[config.mk]
export PLATFORM = sky130hd
export DESIGN_NAME = bcs_seq
export DESIGN_NICKNAME = d
export VERILOG_FILES = /design/src/common/bcs_pkg.sv /design/src/common/bcs_tick_if.sv /design/src/core/bcs_seq.sv /design/src/core/bcs_tick.sv
export SDC_FILE = /design/constraint.sdc
export NUM_CORES = 1
export LEC_CHECK = 0
export BUFFER_PORTS_ARGS = -buffer_cell sky130_fd_sc_hd__buf_2
export CAP_MARGIN = 20
export CORE_ASPECT_RATIO = 1.75
export CORE_MARGIN = 10
export CORE_UTILIZATION = 55
export DETAILED_ROUTE_END_ITERATION = 16
export GPL_TIMING_DRIVEN = 0
export MAX_ROUTING_LAYER = met4
export PLACE_DENSITY_LB_ADDON = 0.08
export SYNTH_ARGS = -nofsm -noshare
export SYNTH_HDL_FRONTEND = slang
export SYNTH_SLANG_ARGS = --single-unit
export TNS_END_PERCENT = 20
[constraint.sdc]
create_clock -name pclk -period 7.15 [get_ports pclk]
set_clock_uncertainty 0.1 [all_clocks]
set_input_delay 1.43 -clock pclk [delete_from_list [all_inputs] [get_ports pclk]]
set_output_delay 1.43 -clock pclk [all_outputs]
set_load 0.05 [all_outputs]
[src/common/bcs_pkg.sv]
package bcs_pkg;
  // Register byte offsets
  localparam logic [7:0] OFF_CTRL = 8'h00;
  localparam logic [7:0] OFF_TIMER = 8'h04;
  localparam logic [7:0] OFF_STATUS = 8'h08;
  // Control register fields
  localparam int CTRL_CHG_EN = 0;
  localparam int CTRL_TERM_EN = 1;
  localparam int CTRL_LINEAR_PASS_DISABLE = 2;
  localparam int CTRL_MASK = 3;
  localparam int CTRL_TMR2X = 4;
  localparam int CTRL_RESTORE = 5;
  localparam int CTRL_RECHG_LSB = 8;
  localparam int CTRL_TOPOFF_LSB = 12;
  localparam logic [31:0] CTRL_RST = 32'h0000_0113;
  // Timer register fields
  localparam int TMR_TRI_EN = 0;
  localparam int TMR_PRE_EN = 1;
  localparam int TMR_FAST_EN = 2;
  localparam int TMR_FAST_LSB = 4;
  localparam logic [31:0] TMR_RST = 32'h0000_0007;
  // Status register fields
  localparam int STS_PHASE_LSB = 0;
  localparam int STS_TRI_EXP = 4;
  localparam int STS_PRE_EXP = 5;
  localparam int STS_FAST_EXP = 6;
  localparam int STS_SWITCH = 7;
  localparam int STS_SYSREG = 8;
  localparam int STS_ENABLED = 9;
  // Default recharge offset code for 200 mV
  localparam logic [3:0] RECHG_DEFAULT = 4'h1;
  // Timing: clock rate and tick base
  localparam int CLK_HZ = 25_000_000;
  localparam int TICK_S = 1;
  localparam int TICK_CYC = CLK_HZ * TICK_S;
  localparam int TRI_H = 1;
  localparam int PRE_H = 2;
  localparam int FAST_H = 12;
  localparam int SEC_PER_H = 3600;
  localparam int TOPOFF_UNIT_S = 900;
  localparam int PULSE_CYC = 4;
  // Phase codes
  localparam logic [2:0] PH_IDLE = 3'h0;
  localparam logic [2:0] PH_TRI = 3'h1;
  localparam logic [2:0] PH_PRE = 3'h2;
  localparam logic [2:0] PH_FAST = 3'h3;
  localparam logic [2:0] PH_CV = 3'h4;
  localparam logic [2:0] PH_TOP = 3'h6;
  localparam logic [2:0] PH_TERM = 3'h7;
  typedef enum logic [6:0] {
    ST_IDLE = 7'b0000001,
    ST_TRI = 7'b0000010,
    ST_PRE = 7'b0000100,
    ST_FAST = 7'b0001000,
    ST_CV = 7'b0010000,
    ST_TOP = 7'b0100000,
    ST_TERM = 7'b1000000
  } bcs_state_e;
endpackage

[src/common/bcs_tick_if.sv]
`timescale 1ns/1ps
`default_nettype none
interface bcs_tick_if;
  logic pause;
  logic half;
  logic tick;
  modport src (input pause, input half, output tick);
  modport dst (output pause, output half, input tick);
endinterface
`default_nettype wire

[src/core/bcs_seq.sv]
// Local design decisions: the address map and register access over APB.
`timescale 1ns/1ps
`default_nettype none
// Behaviour
// (RULE_01) Charging enabled only when enable bit is 1 and enable pin is low
// (RULE_02) Start needs switching, no faults, enabled, battery below target voltage
// (RULE_03) Terminate in CV when current below threshold, unless regulating
// (RULE_04) After completion, toggling pin or bit starts a new cycle
// (RULE_05) Auto restart when battery falls below selectable recharge threshold
// (RULE_06) After termination open battery switch unless supplement needed, keep rail
// (RULE_07) Phase reported as three-bit code
// (RULE_08) Notify pulse on phase change and completion, phase pulses maskable
// (RULE_09) At start choose trickle, pre-charge or fast from battery voltage
// (RULE_10) In regulation suppress termination, reduce current, half-rate timer
// (RULE_11) Fixed trickle threshold; pre-charge skipped if fast threshold is lower
// (RULE_12) Linear pass disable stops min-plus rail regulation above short threshold
// (RULE_13) No termination while disabled; deferred while regulating
// (RULE_14) Optional top-off delay with code 110, latched, then 111, notify
// (RULE_15) Top-off timer pauses and slows with the safety timer
// (RULE_16) Top-off timer reset by pin enable, termination rise, restore bit
// (RULE_17) Safety timeout stops charging, sets flag, pulses notify
// (RULE_18) Per-phase timer enables; enabling mid-phase restarts count
// (RULE_19) Half rate in regulation only if doubling bit set when it began; code also halves when the bit is set later in regulation
// (RULE_20) Timer paused during faults; cycle restart resets it
// (RULE_21) Fast timer reset on restart, phase change, duration write, re-enable
// (RULE_22) Default timers: trickle 1h, pre-charge 2h, fast 12h
// (RULE_23) Timer ticks from prescaled clock with divide-by-two option
module bcs_seq
  import bcs_pkg::*;
#(
  parameter int TICK_DIV = TICK_CYC,
  parameter int TICKS_PER_H = SEC_PER_H / TICK_S,
  parameter int TOPOFF_TICKS = TOPOFF_UNIT_S / TICK_S
)(
  input wire logic pclk,
  input wire logic presetn,
  input wire logic psel,
  input wire logic penable,
  input wire logic pwrite,
  input wire logic [7:0] paddr,
  input wire logic [31:0] pwdata,
  output logic [31:0] prdata,
  output logic pready,
  output logic pslverr,
  input wire logic charge_enable_pin_n,
  input wire logic conv_ready,
  input wire logic temp_fault,
  input wire logic vbat_below_target,
  input wire logic vbat_below_recharge,
  input wire logic vbat_below_deep,
  input wire logic vbat_below_fast_entry,
  input wire logic vbat_below_sysmin,
  input wire logic cv_loop_active,
  input wire logic ichg_below_term,
  input wire logic input_current_limit_active,
  input wire logic input_voltage_limit_active,
  input wire logic thermal_reg_active,
  input wire logic supplement_needed,
  output logic battery_switch,
  output logic charge_on,
  output logic current_reduced,
  output logic sys_track_batt,
  output logic sysmin_reg_on,
  output logic [3:0] recharge_threshold_sel,
  output logic [2:0] charge_phase_code,
  output logic host_event_pulse_n
);
  // Pin synchroniser: three stages, change accepted when last two agree
  logic [2:0] pin_sync_r;
  logic pin_n_r;
  always_ff @(posedge pclk or negedge presetn)
  begin
    if (!presetn)
    begin
      pin_sync_r <= 3'b111;
      pin_n_r <= 1'b1;
    end
    else
    begin
      pin_sync_r <= {pin_sync_r[1:0], charge_enable_pin_n};
      if (pin_sync_r[2] == pin_sync_r[1])
        pin_n_r <= pin_sync_r[2];
    end
  end
  // Registers and write side effects
  logic [31:0] ctrl_r, ctrl_nxt, tmr_r, tmr_nxt;
  logic wr, rd_ok, dur_wr, restore;
  assign wr = psel && penable && pwrite;
  assign dur_wr = wr && paddr == OFF_TIMER
    && pwdata[TMR_FAST_LSB +: 2] != tmr_r[TMR_FAST_LSB +: 2]; // RULE_21
  assign restore = wr && paddr == OFF_CTRL && pwdata[CTRL_RESTORE];
  assign rd_ok = paddr == OFF_CTRL || paddr == OFF_TIMER || paddr == OFF_STATUS;
  always_comb
  begin
    ctrl_nxt = ctrl_r;
    tmr_nxt = tmr_r;
    if (restore)
    begin
      ctrl_nxt = CTRL_RST;
      tmr_nxt = TMR_RST;
    end
    else if (wr && paddr == OFF_CTRL)
      ctrl_nxt = {16'h0, pwdata[15:6], 1'b0, pwdata[4:0]};
    else if (wr && paddr == OFF_TIMER)
      tmr_nxt = {26'h0, pwdata[5:4], 1'b0, pwdata[2:0]};
  end
  always_ff @(posedge pclk or negedge presetn)
  begin
    if (!presetn)
    begin
      ctrl_r <= CTRL_RST;
      tmr_r <= TMR_RST;
    end
    else
    begin
      ctrl_r <= ctrl_nxt;
      tmr_r <= tmr_nxt;
    end
  end
  logic enabled, reg_active;
  assign enabled = ctrl_r[CTRL_CHG_EN] && !pin_n_r; // RULE_01
  assign reg_active = input_current_limit_active || input_voltage_limit_active
    || thermal_reg_active;
  // Enable edge detection for restart and timer resets
  logic en_d_r, pin_d_r, tri_en_d_r, pre_en_d_r, fast_en_d_r, slow_r, slow_nxt;
  logic en_rise, pin_rise, tri_en_rise, pre_en_rise, fast_en_rise;
  assign en_rise = enabled && !en_d_r;
  assign pin_rise = !pin_n_r && pin_d_r;
  assign tri_en_rise = tmr_r[TMR_TRI_EN] && !tri_en_d_r;
  assign pre_en_rise = tmr_r[TMR_PRE_EN] && !pre_en_d_r;
  assign fast_en_rise = tmr_r[TMR_FAST_EN] && !fast_en_d_r;
  // Doubling is caught whenever the bit is set during regulation; later clears are ignored
  always_comb
  begin
    slow_nxt = slow_r;
    if (!reg_active)
      slow_nxt = 1'b0;
    else if (ctrl_r[CTRL_TMR2X])
      slow_nxt = 1'b1; // RULE_19
  end
  // Phase machine
  bcs_state_e st_r, st_nxt;
  logic [2:0] tri_exp_r, tri_exp_nxt;
  logic [31:0] sft_r, sft_nxt, top_r, top_nxt, top_lim_r, top_lim_nxt;
  logic start_ok, timeout, fault, term_det, ev_phase, ev_done;
  logic [2:0] code_nxt;
  bcs_tick_if tk ();
  assign fault = temp_fault || !conv_ready;
  assign tk.pause = fault; // RULE_20 RULE_15
  assign tk.half = slow_r; // RULE_10 RULE_15
  bcs_tick #(.DIV(TICK_DIV)) u_tick (.pclk(pclk), .presetn(presetn), .tk(tk));
  assign start_ok = conv_ready && !temp_fault && tri_exp_r == 3'h0 && enabled
    && vbat_below_target; // RULE_02
  assign term_det = cv_loop_active && ichg_below_term && !reg_active
    && ctrl_r[CTRL_TERM_EN]; // RULE_03 RULE_10 RULE_13
  // Phase selection from battery voltage at entry
  function automatic bcs_state_e pick(input logic deep, input logic low);
    if (deep)
      pick = ST_TRI;
    else if (low)
      pick = ST_PRE;
    else
      pick = ST_FAST;
  endfunction
  // Hours to ticks for the active safety limit
  function automatic logic [31:0] hours(input int h);
    hours = 32'(h * TICKS_PER_H);
  endfunction
  logic [31:0] sft_lim;
  logic sft_en;
  always_comb
  begin
    sft_lim = hours(FAST_H);
    sft_en = 1'b0;
    case (st_r)
      ST_TRI:
      begin
        sft_lim = hours(TRI_H); // RULE_22
        sft_en = tmr_r[TMR_TRI_EN];
      end
      ST_PRE:
      begin
        sft_lim = hours(PRE_H); // RULE_22
        sft_en = tmr_r[TMR_PRE_EN];
      end
      ST_FAST, ST_CV, ST_TOP:
      begin
        sft_lim = hours(FAST_H) >> tmr_r[TMR_FAST_LSB +: 2]; // RULE_22
        sft_en = tmr_r[TMR_FAST_EN]; // RULE_18
      end
      default:
      begin
        sft_lim = hours(FAST_H);
        sft_en = 1'b0;
      end
    endcase
  end
  assign timeout = sft_en && sft_r >= sft_lim;
  always_comb
  begin
    st_nxt = st_r;
    sft_nxt = sft_r;
    top_nxt = top_r;
    top_lim_nxt = top_lim_r;
    tri_exp_nxt = tri_exp_r;
    ev_done = 1'b0;
    if (sft_en && tk.tick)
      sft_nxt = sft_r + 32'h1;
    if ((st_r == ST_TRI && tri_en_rise) || (st_r == ST_PRE && pre_en_rise)
      || ((st_r == ST_FAST || st_r == ST_CV) && (fast_en_rise || dur_wr)))
      sft_nxt = 32'h0; // RULE_18 RULE_21
    case (st_r)
      ST_IDLE, ST_TERM:
      begin
        if (start_ok && (st_r == ST_IDLE || en_rise || vbat_below_recharge)) // RULE_04 RULE_05
        begin
          st_nxt = pick(vbat_below_deep, vbat_below_fast_entry); // RULE_09 RULE_11
          sft_nxt = 32'h0; // RULE_20 RULE_21
        end
      end
      ST_TRI:
        if (!vbat_below_deep)
        begin
          st_nxt = vbat_below_fast_entry ? ST_PRE : ST_FAST; // RULE_11
          sft_nxt = 32'h0;
        end
      ST_PRE:
        if (!vbat_below_fast_entry)
        begin
          st_nxt = ST_FAST;
          sft_nxt = 32'h0; // RULE_21
        end
      ST_FAST:
        if (cv_loop_active)
          st_nxt = ST_CV;
      ST_CV:
        if (term_det)
        begin
          top_lim_nxt = 32'(ctrl_r[CTRL_TOPOFF_LSB +: 2]) * 32'(TOPOFF_TICKS); // RULE_14
          top_nxt = 32'h0;
          st_nxt = ctrl_r[CTRL_TOPOFF_LSB +: 2] != 2'h0 ? ST_TOP : ST_TERM;
          ev_done = ctrl_r[CTRL_TOPOFF_LSB +: 2] == 2'h0;
        end
      ST_TOP:
      begin
        if (tk.tick)
          top_nxt = top_r + 32'h1; // RULE_15
        if (top_r >= top_lim_r)
        begin
          st_nxt = ST_TERM; // RULE_14
          ev_done = 1'b1;
        end
      end
      default:
        st_nxt = ST_IDLE;
    endcase
    if (pin_rise || restore)
      top_nxt = 32'h0; // RULE_16
    // Re-enable clears expiry first so a same-cycle expiry still sets it
    if (en_rise)
      tri_exp_nxt = 3'h0;
    if (timeout)
    begin
      st_nxt = ST_IDLE; // RULE_17
      tri_exp_nxt = tri_exp_r | {st_r == ST_FAST || st_r == ST_CV || st_r == ST_TOP,
        st_r == ST_PRE, st_r == ST_TRI};
      ev_done = 1'b1;
    end
    if (!enabled || fault)
      st_nxt = ST_IDLE;
  end
  // Phase code lookup
  always_comb
  begin
    case (st_nxt)
      ST_TRI: code_nxt = PH_TRI;
      ST_PRE: code_nxt = PH_PRE;
      ST_FAST: code_nxt = PH_FAST;
      ST_CV: code_nxt = PH_CV;
      ST_TOP: code_nxt = PH_TOP;
      ST_TERM: code_nxt = PH_TERM;
      default: code_nxt = PH_IDLE;
    endcase
  end
  assign ev_phase = code_nxt != charge_phase_code && !ctrl_r[CTRL_MASK]; // RULE_08
  // Notify pulse stretcher
  logic [3:0] pls_r, pls_nxt;
  always_comb
  begin
    pls_nxt = pls_r;
    if (ev_phase || ev_done || timeout)
      pls_nxt = 4'(PULSE_CYC); // RULE_08 RULE_14 RULE_17
    else if (pls_r != 4'h0)
      pls_nxt = pls_r - 4'h1;
  end
  always_ff @(posedge pclk or negedge presetn)
  begin
    if (!presetn)
    begin
      st_r <= ST_IDLE;
      sft_r <= 32'h0;
      top_r <= 32'h0;
      top_lim_r <= 32'h0;
      tri_exp_r <= 3'h0;
      pls_r <= 4'h0;
      slow_r <= 1'b0;
      en_d_r <= 1'b0;
      pin_d_r <= 1'b1;
      tri_en_d_r <= 1'b1;
      pre_en_d_r <= 1'b1;
      fast_en_d_r <= 1'b1;
      charge_phase_code <= PH_IDLE;
      host_event_pulse_n <= 1'b1;
      battery_switch <= 1'b1;
      charge_on <= 1'b0;
      current_reduced <= 1'b0;
      sys_track_batt <= 1'b0;
      sysmin_reg_on <= 1'b0;
      recharge_threshold_sel <= RECHG_DEFAULT;
    end
    else
    begin
      st_r <= st_nxt;
      sft_r <= sft_nxt;
      top_r <= top_nxt;
      top_lim_r <= top_lim_nxt;
      tri_exp_r <= tri_exp_nxt;
      pls_r <= pls_nxt;
      slow_r <= slow_nxt;
      en_d_r <= enabled;
      pin_d_r <= pin_n_r;
      tri_en_d_r <= tmr_r[TMR_TRI_EN];
      pre_en_d_r <= tmr_r[TMR_PRE_EN];
      fast_en_d_r <= tmr_r[TMR_FAST_EN];
      charge_phase_code <= code_nxt; // RULE_07
      host_event_pulse_n <= pls_nxt == 4'h0;
      battery_switch <= st_nxt != ST_TERM || supplement_needed; // RULE_06
      charge_on <= st_nxt != ST_IDLE && st_nxt != ST_TERM;
      current_reduced <= reg_active; // RULE_10
      sys_track_batt <= st_nxt == ST_TERM; // RULE_06
      sysmin_reg_on <= vbat_below_deep
        || (vbat_below_sysmin && !ctrl_r[CTRL_LINEAR_PASS_DISABLE]); // RULE_12
      recharge_threshold_sel <= ctrl_r[CTRL_RECHG_LSB +: 4]; // RULE_05
    end
  end
  // APB read and answer
  always_ff @(posedge pclk or negedge presetn)
  begin
    if (!presetn)
    begin
      prdata <= 32'h0;
      pready <= 1'b0;
      pslverr <= 1'b0;
    end
    else
    begin
      pready <= psel && !penable;
      pslverr <= psel && !penable && !rd_ok;
      if (psel && !penable)
        case (paddr)
          OFF_CTRL: prdata <= ctrl_r;
          OFF_TIMER: prdata <= tmr_r;
          OFF_STATUS: prdata <= {22'h0, enabled, sysmin_reg_on, battery_switch,
            tri_exp_r[2], tri_exp_r[1], tri_exp_r[0], 1'b0, charge_phase_code};
          default: prdata <= 32'h0;
        endcase
    end
  end
  // Checks
  property p_term;
    @(posedge pclk) disable iff (!presetn)
    (st_r == ST_CV && !ctrl_r[CTRL_TERM_EN]) |=> st_r != ST_TERM && st_r != ST_TOP;
  endproperty
  a_term: assert property (p_term) else $error("terminated while disabled"); // RULE_13
  property p_enable;
    @(posedge pclk) disable iff (!presetn)
    !enabled |=> st_r == ST_IDLE;
  endproperty
  a_enable: assert property (p_enable) else $error("charging while disabled"); // RULE_01
  property p_code;
    @(posedge pclk) disable iff (!presetn)
    st_r == ST_TERM |-> charge_phase_code == PH_TERM;
  endproperty
  a_code: assert property (p_code) else $error("wrong phase code"); // RULE_07
  property p_timeout;
    @(posedge pclk) disable iff (!presetn)
    timeout |=> st_r == ST_IDLE && tri_exp_r != 3'h0 && !host_event_pulse_n;
  endproperty
  a_timeout: assert property (p_timeout) else $error("timeout not handled"); // RULE_17
  property p_switch;
    @(posedge pclk) disable iff (!presetn)
    (st_r == ST_TERM && !supplement_needed) |-> ##1 (!battery_switch || st_r != ST_TERM);
  endproperty
  a_switch: assert property (p_switch) else $error("switch left closed"); // RULE_06
  property p_regterm;
    @(posedge pclk) disable iff (!presetn)
    (st_r == ST_CV && reg_active) |=> st_r != ST_TOP && st_r != ST_TERM;
  endproperty
  a_regterm: assert property (p_regterm) else $error("terminated in regulation"); // RULE_10
  property p_pulse;
    @(posedge pclk) disable iff (!presetn)
    $fell(host_event_pulse_n) |-> ##1 !host_event_pulse_n[*3];
  endproperty
  a_pulse: assert property (p_pulse) else $error("notify pulse too short"); // RULE_08
  property p_start;
    @(posedge pclk) disable iff (!presetn)
    (st_r == ST_IDLE && !vbat_below_target) |=> st_r == ST_IDLE;
  endproperty
  a_start: assert property (p_start) else $error("start above target"); // RULE_02
endmodule // bcs_seq
`default_nettype wire

[src/core/bcs_tick.sv]
`timescale 1ns/1ps
`default_nettype none
module bcs_tick
  import bcs_pkg::*;
#(
  parameter int DIV = TICK_CYC
)(
  input wire logic pclk,
  input wire logic presetn,
  bcs_tick_if.src tk
);
  logic [31:0] cnt_r, cnt_nxt;
  logic half_r, half_nxt;
  logic tick_r, tick_nxt;
  // Prescaler; half rate drops every other base tick
  always_comb
  begin
    cnt_nxt = cnt_r;
    half_nxt = half_r;
    tick_nxt = 1'b0;
    if (!tk.pause)
    begin
      if (cnt_r >= 32'(DIV - 1))
      begin
        cnt_nxt = 32'h0;
        half_nxt = ~half_r;
        tick_nxt = !tk.half || half_r; // RULE_23
      end
      else
        cnt_nxt = cnt_r + 32'h1;
    end
  end
  always_ff @(posedge pclk or negedge presetn)
  begin
    if (!presetn)
    begin
      cnt_r <= 32'h0;
      half_r <= 1'b0;
      tick_r <= 1'b0;
    end
    else
    begin
      cnt_r <= cnt_nxt;
      half_r <= half_nxt;
      tick_r <= tick_nxt;
    end
  end
  assign tk.tick = tick_r;
endmodule // bcs_tick
`default_nettype wire

# ---- Word level (Yosys, flattened, before mapping)
# Index checks and enable logic that the tools add are counted.
dict set report classes {
  n_addsub 4
  mul 1
  order_cmp 3
  eq_ne 24
  n_shift 1
  n_mux 44
  bitwise 3
  n_reduce_logical 79
}
# cell n
set ops {}
lappend ops {{two-way mux 32 bit} 14}
lappend ops {{one-hot mux 32 bit (3 select lines)} 3}
lappend ops {{adder 32 x 1 -> 32 bit (second input constant)} 3}
lappend ops {{one-hot mux 32 bit (2 select lines)} 1}
lappend ops {{two-way mux 7 bit} 9}
lappend ops {{one-hot mux 7 bit (6 select lines)} 1}
lappend ops {{>= comparator 32 x 12 -> 1 bit} 1}
lappend ops {{>= comparator 32 x 25 -> 1 bit (second input constant)} 1}
lappend ops {{>= comparator 32 bit} 1}
lappend ops {{>> shifter 16 x 2 -> 32 bit (first input constant)} 1}
lappend ops {{logical AND 1 bit} 30}
lappend ops {{logical OR 1 bit} 19}
lappend ops {{one-hot mux 3 bit (6 select lines)} 1}
lappend ops {{two-way mux 4 bit} 4}
lappend ops {{equality test 7 x 2 -> 1 bit (second input constant)} 2}
lappend ops {{equality test 7 x 3 -> 1 bit (second input constant)} 2}
lappend ops {{equality test 7 x 4 -> 1 bit (second input constant)} 2}
lappend ops {{equality test 7 x 5 -> 1 bit (second input constant)} 2}
lappend ops {{equality test 7 x 6 -> 1 bit (second input constant)} 2}
lappend ops {{equality test 7 bit (second input constant)} 2}
lappend ops {{zero test 1 bit} 14}
lappend ops {{multiplier 2 x 8 -> 10 bit (second input constant)} 1}
lappend ops {{equality test 8 x 3 -> 1 bit (second input constant)} 1}
lappend ops {{equality test 8 x 4 -> 1 bit (second input constant)} 1}
lappend ops {{27 further kinds} 41}
dict set report totals {
  ff_bits 243
  in_bits 59
  output_inout_bits 47
  word_cells 189
}

# ---- Depth between registers and ports, before layout
# Gate-level depths: netlist of the first run.
dict set report logic_depth {
  ltp_word 18
  mapped_depth 16
  ltp_nobuf 14
}

# ---- Hierarchy
# A second synthesis of the first run with hierarchy kept.
dict set report unflattened {
  hier_cells 1026
  area_unflattened_um2 9630.5
}
# mod n_inst cells_per_inst area_each_um2
set modules_own_cells {}
lappend modules_own_cells {bcs_seq 1 835 7880.1}
lappend modules_own_cells {bcs_tick 1 191 1750.4}

# ---- Worst setup path before layout of the first run
# OpenSTA, ideal clock, no wires.
dict set report synth_timing {
  kind {register to register}
  startpoint {register st_r[4]}
  endpoint {register pls_r[2]}
  setup_ns 0.131
  arrival_time_ns 3.995
  t_required_ns 6.919
  setup_slack_ns 2.924
  stages_incl_launch_ff 15
  n_path_buf 2
  period_less_slack_ns 4.226
  path_cell_list {dfrtp_1 buf_2 or4_1 nor3_1 a21oi_1 ha_1 a21oi_1 a21o_1 a21oi_1 o41ai_2 nand2b_1 clkbuf_2 or4_1 and3_4 or3_1}
}
dict set report synth_between {
  elab_chain_cells 15
  elab_cells_between_ends 39
  cone_classes {order compare (1); eq/ne (14); mux (15); reduce/logical (9)}
}
# element line_no
set synth_rtl {}
lappend synth_rtl {{from (decl)} bcs_seq.sv:142} ;# bcs_state_e st_r, st_nxt;
lappend synth_rtl {{from (signal assigned)} bcs_seq.sv:323} ;# st_r <= st_nxt;
lappend synth_rtl {{parallel branches: the longest is 13 deep, another holds >= comparator 32 bit} -}
lappend synth_rtl {{logical OR 1 bit *} bcs_seq.sv:291} ;# if (ev_phase || ev_done || timeout)
lappend synth_rtl {{two-way mux 4 bit *} bcs_seq.sv:291}
lappend synth_rtl {{via pls_nxt[2]} bcs_seq.sv:287} ;# logic [3:0] pls_r, pls_nxt;
lappend synth_rtl {{to (signal assigned)} bcs_seq.sv:328} ;# pls_r <= pls_nxt;
lappend synth_rtl {{to (decl)} bcs_seq.sv:287}
# Mark *: on every way through the listed nets, which the timed path passes.
# A chain may end at the register's enable or synchronous reset.

# ---- Worst setup path after layout of the first run
dict set report layout_timing {
  startpoint {register st_r[5]}
  endpoint {register pls_r[2]}
}
# The elaborated chain is that of the path after synthesis.

==> results of run 1 <==
-- kinds of logic (layout without fill, tap and decap cells) --
group                      after synthesis  after routing  share of synthesized area [%]
adders and majority gates               35             35                           4.66
muxes                                   12             12                           1.29
xor gates and xnor gates                68             68                           6.38
other                                    1             17                         0.0402
and+or+nand+nor                        439            439                           22.9
buffers and inverters                   93            198                           4.42
DFF                                    179            179                           48.2
AOI/OAI and AO/OA                      181            181                           12.1
-- flip-flops by register name, indices dropped and copies added (netlist names), 4 cells and up --
signal and flops:
sft_r 32, top_r 32, st_r 7, top_lim_r 6, prdata 16, tmr_r 5
u_tick.cnt_r 32, pls_r 4, recharge_threshold_sel 4, ctrl_r 15
-- worst paths after layout --
path	startpoint	to	slack [ps]
worst min-delay path	pin_sync_r[0]$_DFF_PN1_	pin_sync_r[1]$_DFF_PN1_	270
min in group asynchronous	presetn	prdata[10]$_DFFE_PN0P_	840
worst min register to register	pin_sync_r[0]$_DFF_PN1_	pin_sync_r[1]$_DFF_PN1_	270
worst max register to register	st_r[5]$_DFF_PN0_	pls_r[2]$_DFF_PN0_	1970
worst max-delay path	st_r[5]$_DFF_PN0_	pls_r[2]$_DFF_PN0_	1970
max in group asynchronous	presetn	st_r[0]$_DFF_PN1_	5190
-- critical path: stages, from the launching register on --
cell	delay [ps]
dfrtp_1	360
clkbuf_1	220
or4_1	530
nor3_1	740
a21oi_1	140
ha_1	350
a21oi_1	150
a21o_1	140
a21oi_1	90
o41ai_2	800
nand2b_1	100
clkbuf_2	210
or4_1	540
and3_4	230
or3_1	370
-- metal layers --
layer	vias up	GRT usage (%)	share of wire (%)
met5	-	-	0
met4	0	9.29	2.8
met3	46	3.49	3.0
met2	158	39.7	56
met1	3682	21.7	38
li1	3697	-	-
-- cell usage in the layout, fill, tap and decap left out, drive strengths merged, types with 6 or more instances in the layout --
master	count
dfrtp	160
nor2	130
nand2	106
buf	91
o21ai	71
clkbuf	55
nand3	51
xor2	45
inv	43
a21oi	40
ha	34
nor3	24
xnor2	23
and3	23
nand4	22
dfstp	19
nor2b	17
conb	16
nor4	14
a31oi	13
mux2i	12
or3	10
a22o	9
nand3b	8
o31ai	8
and2	7
and4	6
clkinvlp	6
a211oi	6
-- power breakdown --
part,internal (mW),switching (mW),leakage (nW)
registers,1.05,0.0273,2.36
clock network,0.518,0.402,0.269
logic,0.0739,0.138,2.46
-- per-stage QoR --
stage | power [mW] | utilization (%) | hold slack, ps | instance area [um^2] | worst slack, ps
2_1_floorplan | 1.23 | - | 245 | 9390 | 2920
3_3_place_gp | 1.30 | 59.8 | 247 | 10000 | 1690
3_5_place_dp | 1.31 | 60.0 | 261 | 10100 | 2040
4_1_cts | 2.23 | 63.5 | 274 | 10700 | 1990
5_1_grt | 2.30 | 63.5 | 275 | 10700 | 1650
6_report | 2.21 | 63.5 | 267 | 10700 | 1970
-- layout make-up --
class	count	share of cell area [%]
antenna	1	0.0235
buffer	51	2.39
clock buffer	22	4.54
clock inverter	10	0.939
inverter	42	1.48
multi-input combinational	751	42.0
sequential	179	42.2
tap	227	2.66
timing repair buffer	73	3.73
==> impl_metrics.json, run 1 <==
{
  "num-fill-cells": 1474,
  "synth.top_cell.area_share_pct": 42.9,
  "ir_worst_vdd_uv": 163,
  "r2r_cells": 14,
  "track_usage_pct": 21.4,
  "grt_max_degree": 110,
  "clk_pin_slew_ps": 70,
  "worstPathArrival_ps": 5400,
  "drc": 0,
  "cap_violations": 0,
  "htree_levels": 4,
  "hp-class": "reg2reg",
  "drive_above_1_share_pct": 13.8,
  "layout_min_cycle_time_ps": 5180,
  "clk-insertion-delay-late_ps": 440,
  "viasPerCell": 5.59,
  "min_period_over_period_pct": 72.5,
  "cp.required_ps": 7370,
  "dp.cells": 1323,
  "cts-resized-gates": 0,
  "crit_fanout": 10,
  "synth_edf_count": 0,
  "grt_pass1_vias": 7779,
  "core_area_mm2": 0.0168,
  "fmax_mhz": 193,
  "synthCells": 1008,
  "min_path_cells": 0,
  "relSlewSlack_pct": 37.8,
  "firstDrtPassIters": 5,
  "root_buffer": "clkbuf_16",
  "io_buffers": 72,
  "dp.final_hpwl_mm": 17.2,
  "synth_area_per_cell_um2": 9.26,
  "layout.nets": 1208,
  "first_iter_violations": 515,
  "synth-seq-cells": 179,
  "cts_hold_buf": 0,
  "multiInputGateArea_mm2": 0.00447,
  "p_leak_nw": 5.09,
  "yosys-top-cells-count": "dfrtp_1 (160), nor2_1 (130), nand2_1 (106)",
  "final_max_slew_viol_count": 0,
  "antenna_left": 0,
  "post_cts_buffers": 0,
  "design.die.area_mm2": 0.0228,
  "syn_to_final_growth_pct": 14.2,
  "via_count": 7583,
  "fp.dieH_um": 192,
  "critPathKind": "reg2reg",
  "synth_area_mm2": 0.00933,
  "startpoint_type": "register",
  "ios": 106,
  "netlist.top_cell.by_area": "dfrtp_1",
  "ys.flop_type": "dfrtp_1",
  "ys_types": 67,
  "synth_seq_area_share_pct": 48.2,
  "cts_sinks": 179,
  "synth.most_common_cell": "dfrtp_1",
  "run_status": "finished clean",
  "grt_pass1_wl_mm": 38.5,
  "hold_violations": 0,
  "grt.overflow.total": 0,
  "place_congestion": 0.931,
  "cts_tree": "yes",
  "wirelength_mm": 22.9,
  "antenna_found_initial": 1,
  "synth_top_cells_by_area": "dfrtp_1 (43%), dfstp_2 (5.3%), nor2_1 (5.2%), ha_1 (4.6%), nand2_1 (4.3%)",
  "p_per_area_mw_per_mm2": 207,
  "std_cell_rows": 63,
  "wire_per_inst_um": 16.9,
  "instances_no_fill": 1356,
  "tns_ps": 0,
  "yosys_warnings": 0,
  "regArea_mm2": 0.00450,
  "ys_async_sr_fraction_pct": 100,
  "setup_viol": 0,
  "start_util_pct": 55.6,
  "critPathCaptureType": "register",
  "fp.dieW_um": 118,
  "tightest_slew_ps": 930,
  "grt_setup_unrepaired": "false",
  "cts_buffer_depth": 2,
  "cts_buffers": 17
}
Note: power is estimated with default switching activity, not from simulation.
==> inputs of run 2 (changes only) <==
- CORE_UTILIZATION: 55 -> 53
- clock period: 7.15 -> 4.6 ns (I/O delays scaled with it)
==> run 2 against run 1 <==
Worst hold slack got worse by 4.4 ps. Count of clock-buffer cells in the layout down 4. Routed wire length shrank 3.6%. Cell count increased by 0.37%. Clock power up 65%. Non-clock buffer count rose by 1. Die area up 3.3%. Power grew 60%. Combinational power up 57%. Worst setup slack got worse by 1700 ps. Design area up 0.76%. Sequential power is 55% higher. Largest cell class is now multi-input combinational cells. Highest routed layer unchanged.
==> impl_metrics.json, run 2 (synthesis results as in run 1) <==
{
  "grt_pass1_wl_mm": 37.5,
  "htree_levels": 4,
  "layout_common_cells": "dfrtp_1 (160), nor2_1 (130), nand2_1 (106), buf_2 (72), o21ai_0 (68)",
  "power.share.sequential_pct": 47.5,
  "pwr-share-comb_pct": 9.5,
  "layout_min_cycle_time_ps": 4380,
  "clk-insertion-delay-late_ps": 440,
  "std_cell_rows": 64,
  "critPathKind": "reg2reg",
  "cts_hold_buf": 0,
  "firstDrtPassIters": 5,
  "multiInputGateArea_mm2": 0.00451,
  "track_usage_pct": 20.1,
  "run_status": "finished clean",
  "layout.nets": 1209,
  "viasPerCell": 5.44,
  "grt.overflow.total": 0,
  "wirelength_mm": 22.1,
  "core_area_mm2": 0.0174,
  "swShare_pct": 25.6,
  "power_switching_uw": 900,
  "drc": 0,
  "design.die.area_mm2": 0.0235,
  "clk_pin_slew_ps": 70,
  "place_congestion": 0.905,
  "cts_tree": "yes",
  "clkPwrFrac_pct": 43.1,
  "fp.dieW_um": 120,
  "p_per_area_mw_per_mm2": 328,
  "grt_setup_unrepaired": "false",
  "fmax_mhz": 228,
  "worstPathArrival_ps": 4590,
  "largestRegisters": "sft_r x32, top_r x32, u_tick.cnt_r x32",
  "final_common_cell": "dfrtp_1",
  "cts_buffer_depth": 2,
  "cp.required_ps": 4810,
  "relSlewSlack_pct": 34.6,
  "critPathCaptureType": "register",
  "final_max_slew_viol_count": 0,
  "tightest_slew_ps": 978,
  "regArea_mm2": 0.00450,
  "dp.final_hpwl_mm": 16.4,
  "grt_pass1_vias": 7710,
  "cts_buffers": 17,
  "cts_sinks": 179,
  "startpoint_type": "register",
  "wire_per_inst_um": 16.2,
  "ir_worst_vdd_uv": 233,
  "drive_above_1_share_pct": 14.3,
  "p_int_mw": 2.62,
  "ios": 106,
  "antenna_found_initial": 1,
  "p_leak_nw": 5.12,
  "dpl_cell_area_mm2": 0.0101,
  "crit_fanout": 9,
  "num-fill-cells": 1562,
  "hold_violations": 0,
  "postLayoutCellArea_mm2": 0.0107,
  "final_core_util_pct": 61.8,
  "min_period_over_period_pct": 95.2,
  "first_iter_violations": 451,
  "grt_max_degree": 93,
  "via_count": 7400,
  "hp-class": "reg2reg",
  "antenna_left": 0,
  "setup_viol": 0,
  "io_buffers": 72,
  "syn_to_final_growth_pct": 15.1,
  "start_util_pct": 53.7,
  "fp.dieH_um": 196,
  "cap_violations": 0,
  "root_buffer": "clkbuf_16"
}
run 2: cell count changes in the layout (fill, tap and decap cells not counted), sizes merged:
cell and delta:
clkinvlp -5, inv +2, bufinv +2, clkinv +5
clkbuf -4, buf +1
run 2: layout make-up:
class,count,area share [%]
Multi-Input combinational cell,751,42.0
Sequential cell,179,41.9
Clock buffer,18,4.09
Timing Repair Buffer,74,3.77
Tap cell,231,2.69
Buffer,51,2.38
Clock inverter,14,1.65
Inverter,42,1.47
Antenna cell,1,0.0233
run 2: per-layer routing:
metal | global-route usage, % | vias to the layer above | part of all wire [%]
met4 | 7.23 | 0 | 2.2
met1 | 21.6 | 3546 | 41
met3 | 3.87 | 28 | 3.0
met2 | 35.8 | 119 | 54
li1 | - | 3707 | -
met5 | - | - | 0
run 2: metrics by stage:
| stage | TNS, ps | std cells | worst slack [ps] | hold WS, ps | total power, mW |
|---|---|---|---|---|---|
| 2_1_floorplan | 0 | 1023 | 374 | 245 | 1.91 |
| 3_3_place_gp | -55810 | 1326 | -562 | 248 | 2.02 |
| 3_5_place_dp | -1280 | 1327 | -488 | 256 | 2.03 |
| 4_1_cts | 0 | 1360 | 137 | 265 | 3.56 |
| 5_1_grt | 0 | 1361 | 4.60 | 267 | 3.67 |
| 6_report | 0 | 1361 | 222 | 262 | 3.52 |
run 2: worst paths after layout:
path | start | to | slack [ps] | cells after the start
max | st_r[1]$_DFF_PN0_ | pls_r[2]$_DFF_PN0_ | 220 | 14
min | pin_sync_r[0]$_DFF_PN1_ | pin_sync_r[1]$_DFF_PN1_ | 260 | 0
max reg2reg | st_r[1]$_DFF_PN0_ | pls_r[2]$_DFF_PN0_ | 220 | 14
min reg2reg | pin_sync_r[0]$_DFF_PN1_ | pin_sync_r[1]$_DFF_PN1_ | 260 | 0
max in group asynchronous | presetn | host_event_pulse_n$_DFF_PN1_ | 3130 | 2
min in group asynchronous | presetn | ctrl_r[10]$_DFFE_PN0P_ | 390 | 1
run 2: power groups by stage:
stage          Sequential, mW  Clock, mW  Combinational (mW)
6_report                 1.67       1.52               0.333
3_5_place_dp             1.70          0               0.332
5_1_grt                  1.68       1.61               0.375
4_1_cts                  1.67       1.55               0.337
3_3_place_gp             1.70          0               0.324
2_1_floorplan            1.71          0               0.207
run 2: critical path, stage by stage, from the launching register on:
cell and delay [ps]:
dfrtp_1 370, clkbuf_1 230, nor4_4 320, o211a_2 330, inv_1 120, o21ai_1 260
ha_1 310, a211oi_1 250, nand2_1 150, o41ai_4 440, nand2b_1 90, clkbuf_2 180
or4_1 530, and3_4 220, or3_1 360
run 2: repair_timing:
action                     4_1_cts  5_1_grt
gates cloned                     0        0
pin swaps                        1        0
setup buffers                    1        0
setup endpoints to repair        5        3
resized for setup                5        3
==> inputs of run 3 (changes only) <==
- MAX_ROUTING_LAYER: met4 -> default
==> run 3 against run 2 <==
Maximum frequency about the same. Cell count unchanged. Combinational power about the same. Critical path depth unchanged. Register-to-register slack about the same. Critical endpoint unchanged. Routed wire length about the same. Die area unchanged. Count of clock-buffer cells in the layout unchanged. Utilization unchanged. Sequential power about the same. Design area unchanged.
==> impl_metrics.json, run 3 (synthesis results as in run 1) <==
{
  "layout_common_cells": "dfrtp_1 (160), nor2_1 (130), nand2_1 (106), buf_2 (72), o21ai_0 (68)",
  "cts_buffers": 17,
  "hp-class": "reg2reg",
  "cts_sinks": 179,
  "cp.required_ps": 4820,
  "drc": 0,
  "startpoint_type": "register",
  "critPathKind": "reg2reg",
  "fp.dieW_um": 120,
  "multiInputGateArea_mm2": 0.00451,
  "wirelength_mm": 22.1,
  "grt_setup_unrepaired": "false",
  "via_count": 7387,
  "ff2ff_setup_slack_ps": 220,
  "final_common_cell": "dfrtp_1",
  "dp.final_hpwl_mm": 16.4,
  "ios": 106,
  "cts_buffer_depth": 2,
  "firstDrtPassIters": 5,
  "drive_above_1_share_pct": 14.3,
  "grt_pass1_vias": 7697,
  "setup_viol": 0,
  "hold_violations": 0,
  "antenna_found_initial": 1,
  "regArea_mm2": 0.00450,
  "start_util_pct": 53.7,
  "reg2reg_to": "pls_r[2]$_DFF_PN0_",
  "instances_no_fill": 1361,
  "layout_min_cycle_time_ps": 4380,
  "dp.cells": 1327,
  "hp-start": "pin_sync_r[0]$_DFF_PN1_",
  "clk_pin_slew_ps": 70,
  "std_cell_rows": 64,
  "grt_max_degree": 93,
  "setup_ws_ps": 223,
  "htree_levels": 4,
  "relSlewSlack_pct": 33.4,
  "num-fill-cells": 1562,
  "ir_worst_vdd_uv": 236,
  "r2r_cells": 14,
  "antenna_left": 0,
  "p_leak_nw": 5.12,
  "clk-insertion-delay-late_ps": 440,
  "min_period_over_period_pct": 95.2,
  "fp.dieH_um": 196,
  "layout.nets": 1209,
  "pre_cts_ws_ps": -488,
  "critPathCaptureType": "register",
  "largestRegisters": "sft_r x32, top_r x32, u_tick.cnt_r x32",
  "cts_hold_buf": 0,
  "core_area_mm2": 0.0174,
  "tightest_slew_ps": 997,
  "root_buffer": "clkbuf_16",
  "io_buffers": 72,
  "grt.overflow.total": 0,
  "design.die.area_mm2": 0.0235,
  "min_path_cells": 0,
  "wire_per_inst_um": 16.2,
  "grt_pass1_wl_mm": 37.5,
  "min_to": "pin_sync_r[1]$_DFF_PN1_",
  "crit_fanout": 9,
  "viasPerCell": 5.43,
  "final_max_slew_viol_count": 0,
  "first_iter_violations": 408,
  "cts_tree": "yes",
  "r2r-start": "st_r[1]$_DFF_PN0_",
  "p_per_area_mw_per_mm2": 328,
  "fmax_mhz": 228,
  "run_status": "finished clean",
  "track_usage_pct": 19.6,
  "worstPathArrival_ps": 4600,
  "cap_violations": 0,
  "syn_to_final_growth_pct": 15.1,
  "place_congestion": 0.890
}
[run 3: cell counts in the layout (fill, tap and decap cells not counted)]
No cell type changed its count.
[run 3: worst max-delay path by stage]
stage                      startpoint                           end  slack [ps]  cells past startpoint
floorplan           st_r[4]$_DFF_PN0_            pls_r[2]$_DFF_PN0_         370                     14
global placement    st_r[5]$_DFF_PN0_  host_event_pulse_n$_DFF_PN1_        -560                     14
detailed placement  st_r[5]$_DFF_PN0_  host_event_pulse_n$_DFF_PN1_        -490                     14
CTS                 st_r[1]$_DFF_PN0_            pls_r[2]$_DFF_PN0_         140                     14
global route        st_r[1]$_DFF_PN0_            pls_r[2]$_DFF_PN0_           5                     14
finish              st_r[1]$_DFF_PN0_            pls_r[2]$_DFF_PN0_         220                     14
[run 3: where the power goes]
group | switching, mW | internal (mW)
logic | 0.217 | 0.115
clock network | 0.640 | 0.876
registers | 0.0423 | 1.63
total | 0.900 | 2.62
[run 3: critical path, cell delays in order, from the launching register on]
cell	delay, ps
dfrtp_1	370
clkbuf_1	230
nor4_4	320
o211a_2	330
inv_1	120
o21ai_1	250
ha_1	310
a211oi_1	250
nand2_1	150
o41ai_4	440
nand2b_1	90
clkbuf_2	180
or4_1	530
and3_4	220
or3_1	360
[run 3: timing repair]
item                       CTS  global route
hold endpoints to repair     0             0
setup endpoints to repair    5             3
gates resized for setup      5             3
pin swaps                    1             0
buffers inserted             1             0
[run 3: stage by stage]
step	total power [mW]	hold WS (ps)	util [%]	cell area (um^2)	TNS, ps
2_1_floorplan	1.91	245	-	9390	0
3_3_place_gp	2.02	248	57.8	10000	-55810
3_5_place_dp	2.03	256	58.0	10100	-1280
4_1_cts	3.56	265	61.7	10700	0
5_1_grt	3.67	267	61.8	10700	0
6_report	3.52	262	61.8	10700	0
[run 3: area by class of cell]
cell class	count	area share, %
tap	231	2.69
timing repair buffer	74	3.77
sequential	179	41.9
buffer	51	2.38
clock buffer	18	4.09
inverter	42	1.47
clock inverter	14	1.65
antenna	1	0.0233
multi-input combinational	751	42.0
[run 3: per-layer routing]
| layer | vias to the layer above | track usage, % | routed length [um] |
|---|---|---|---|
| met5 | - | 0 | 0 |
| met4 | 0 | 7.63 | 568 |
| met3 | 35 | 3.87 | 715 |
| met2 | 119 | 35.8 | 11900 |
| met1 | 3527 | 21.5 | 8980 |
| li1 | 3706 | - | - |
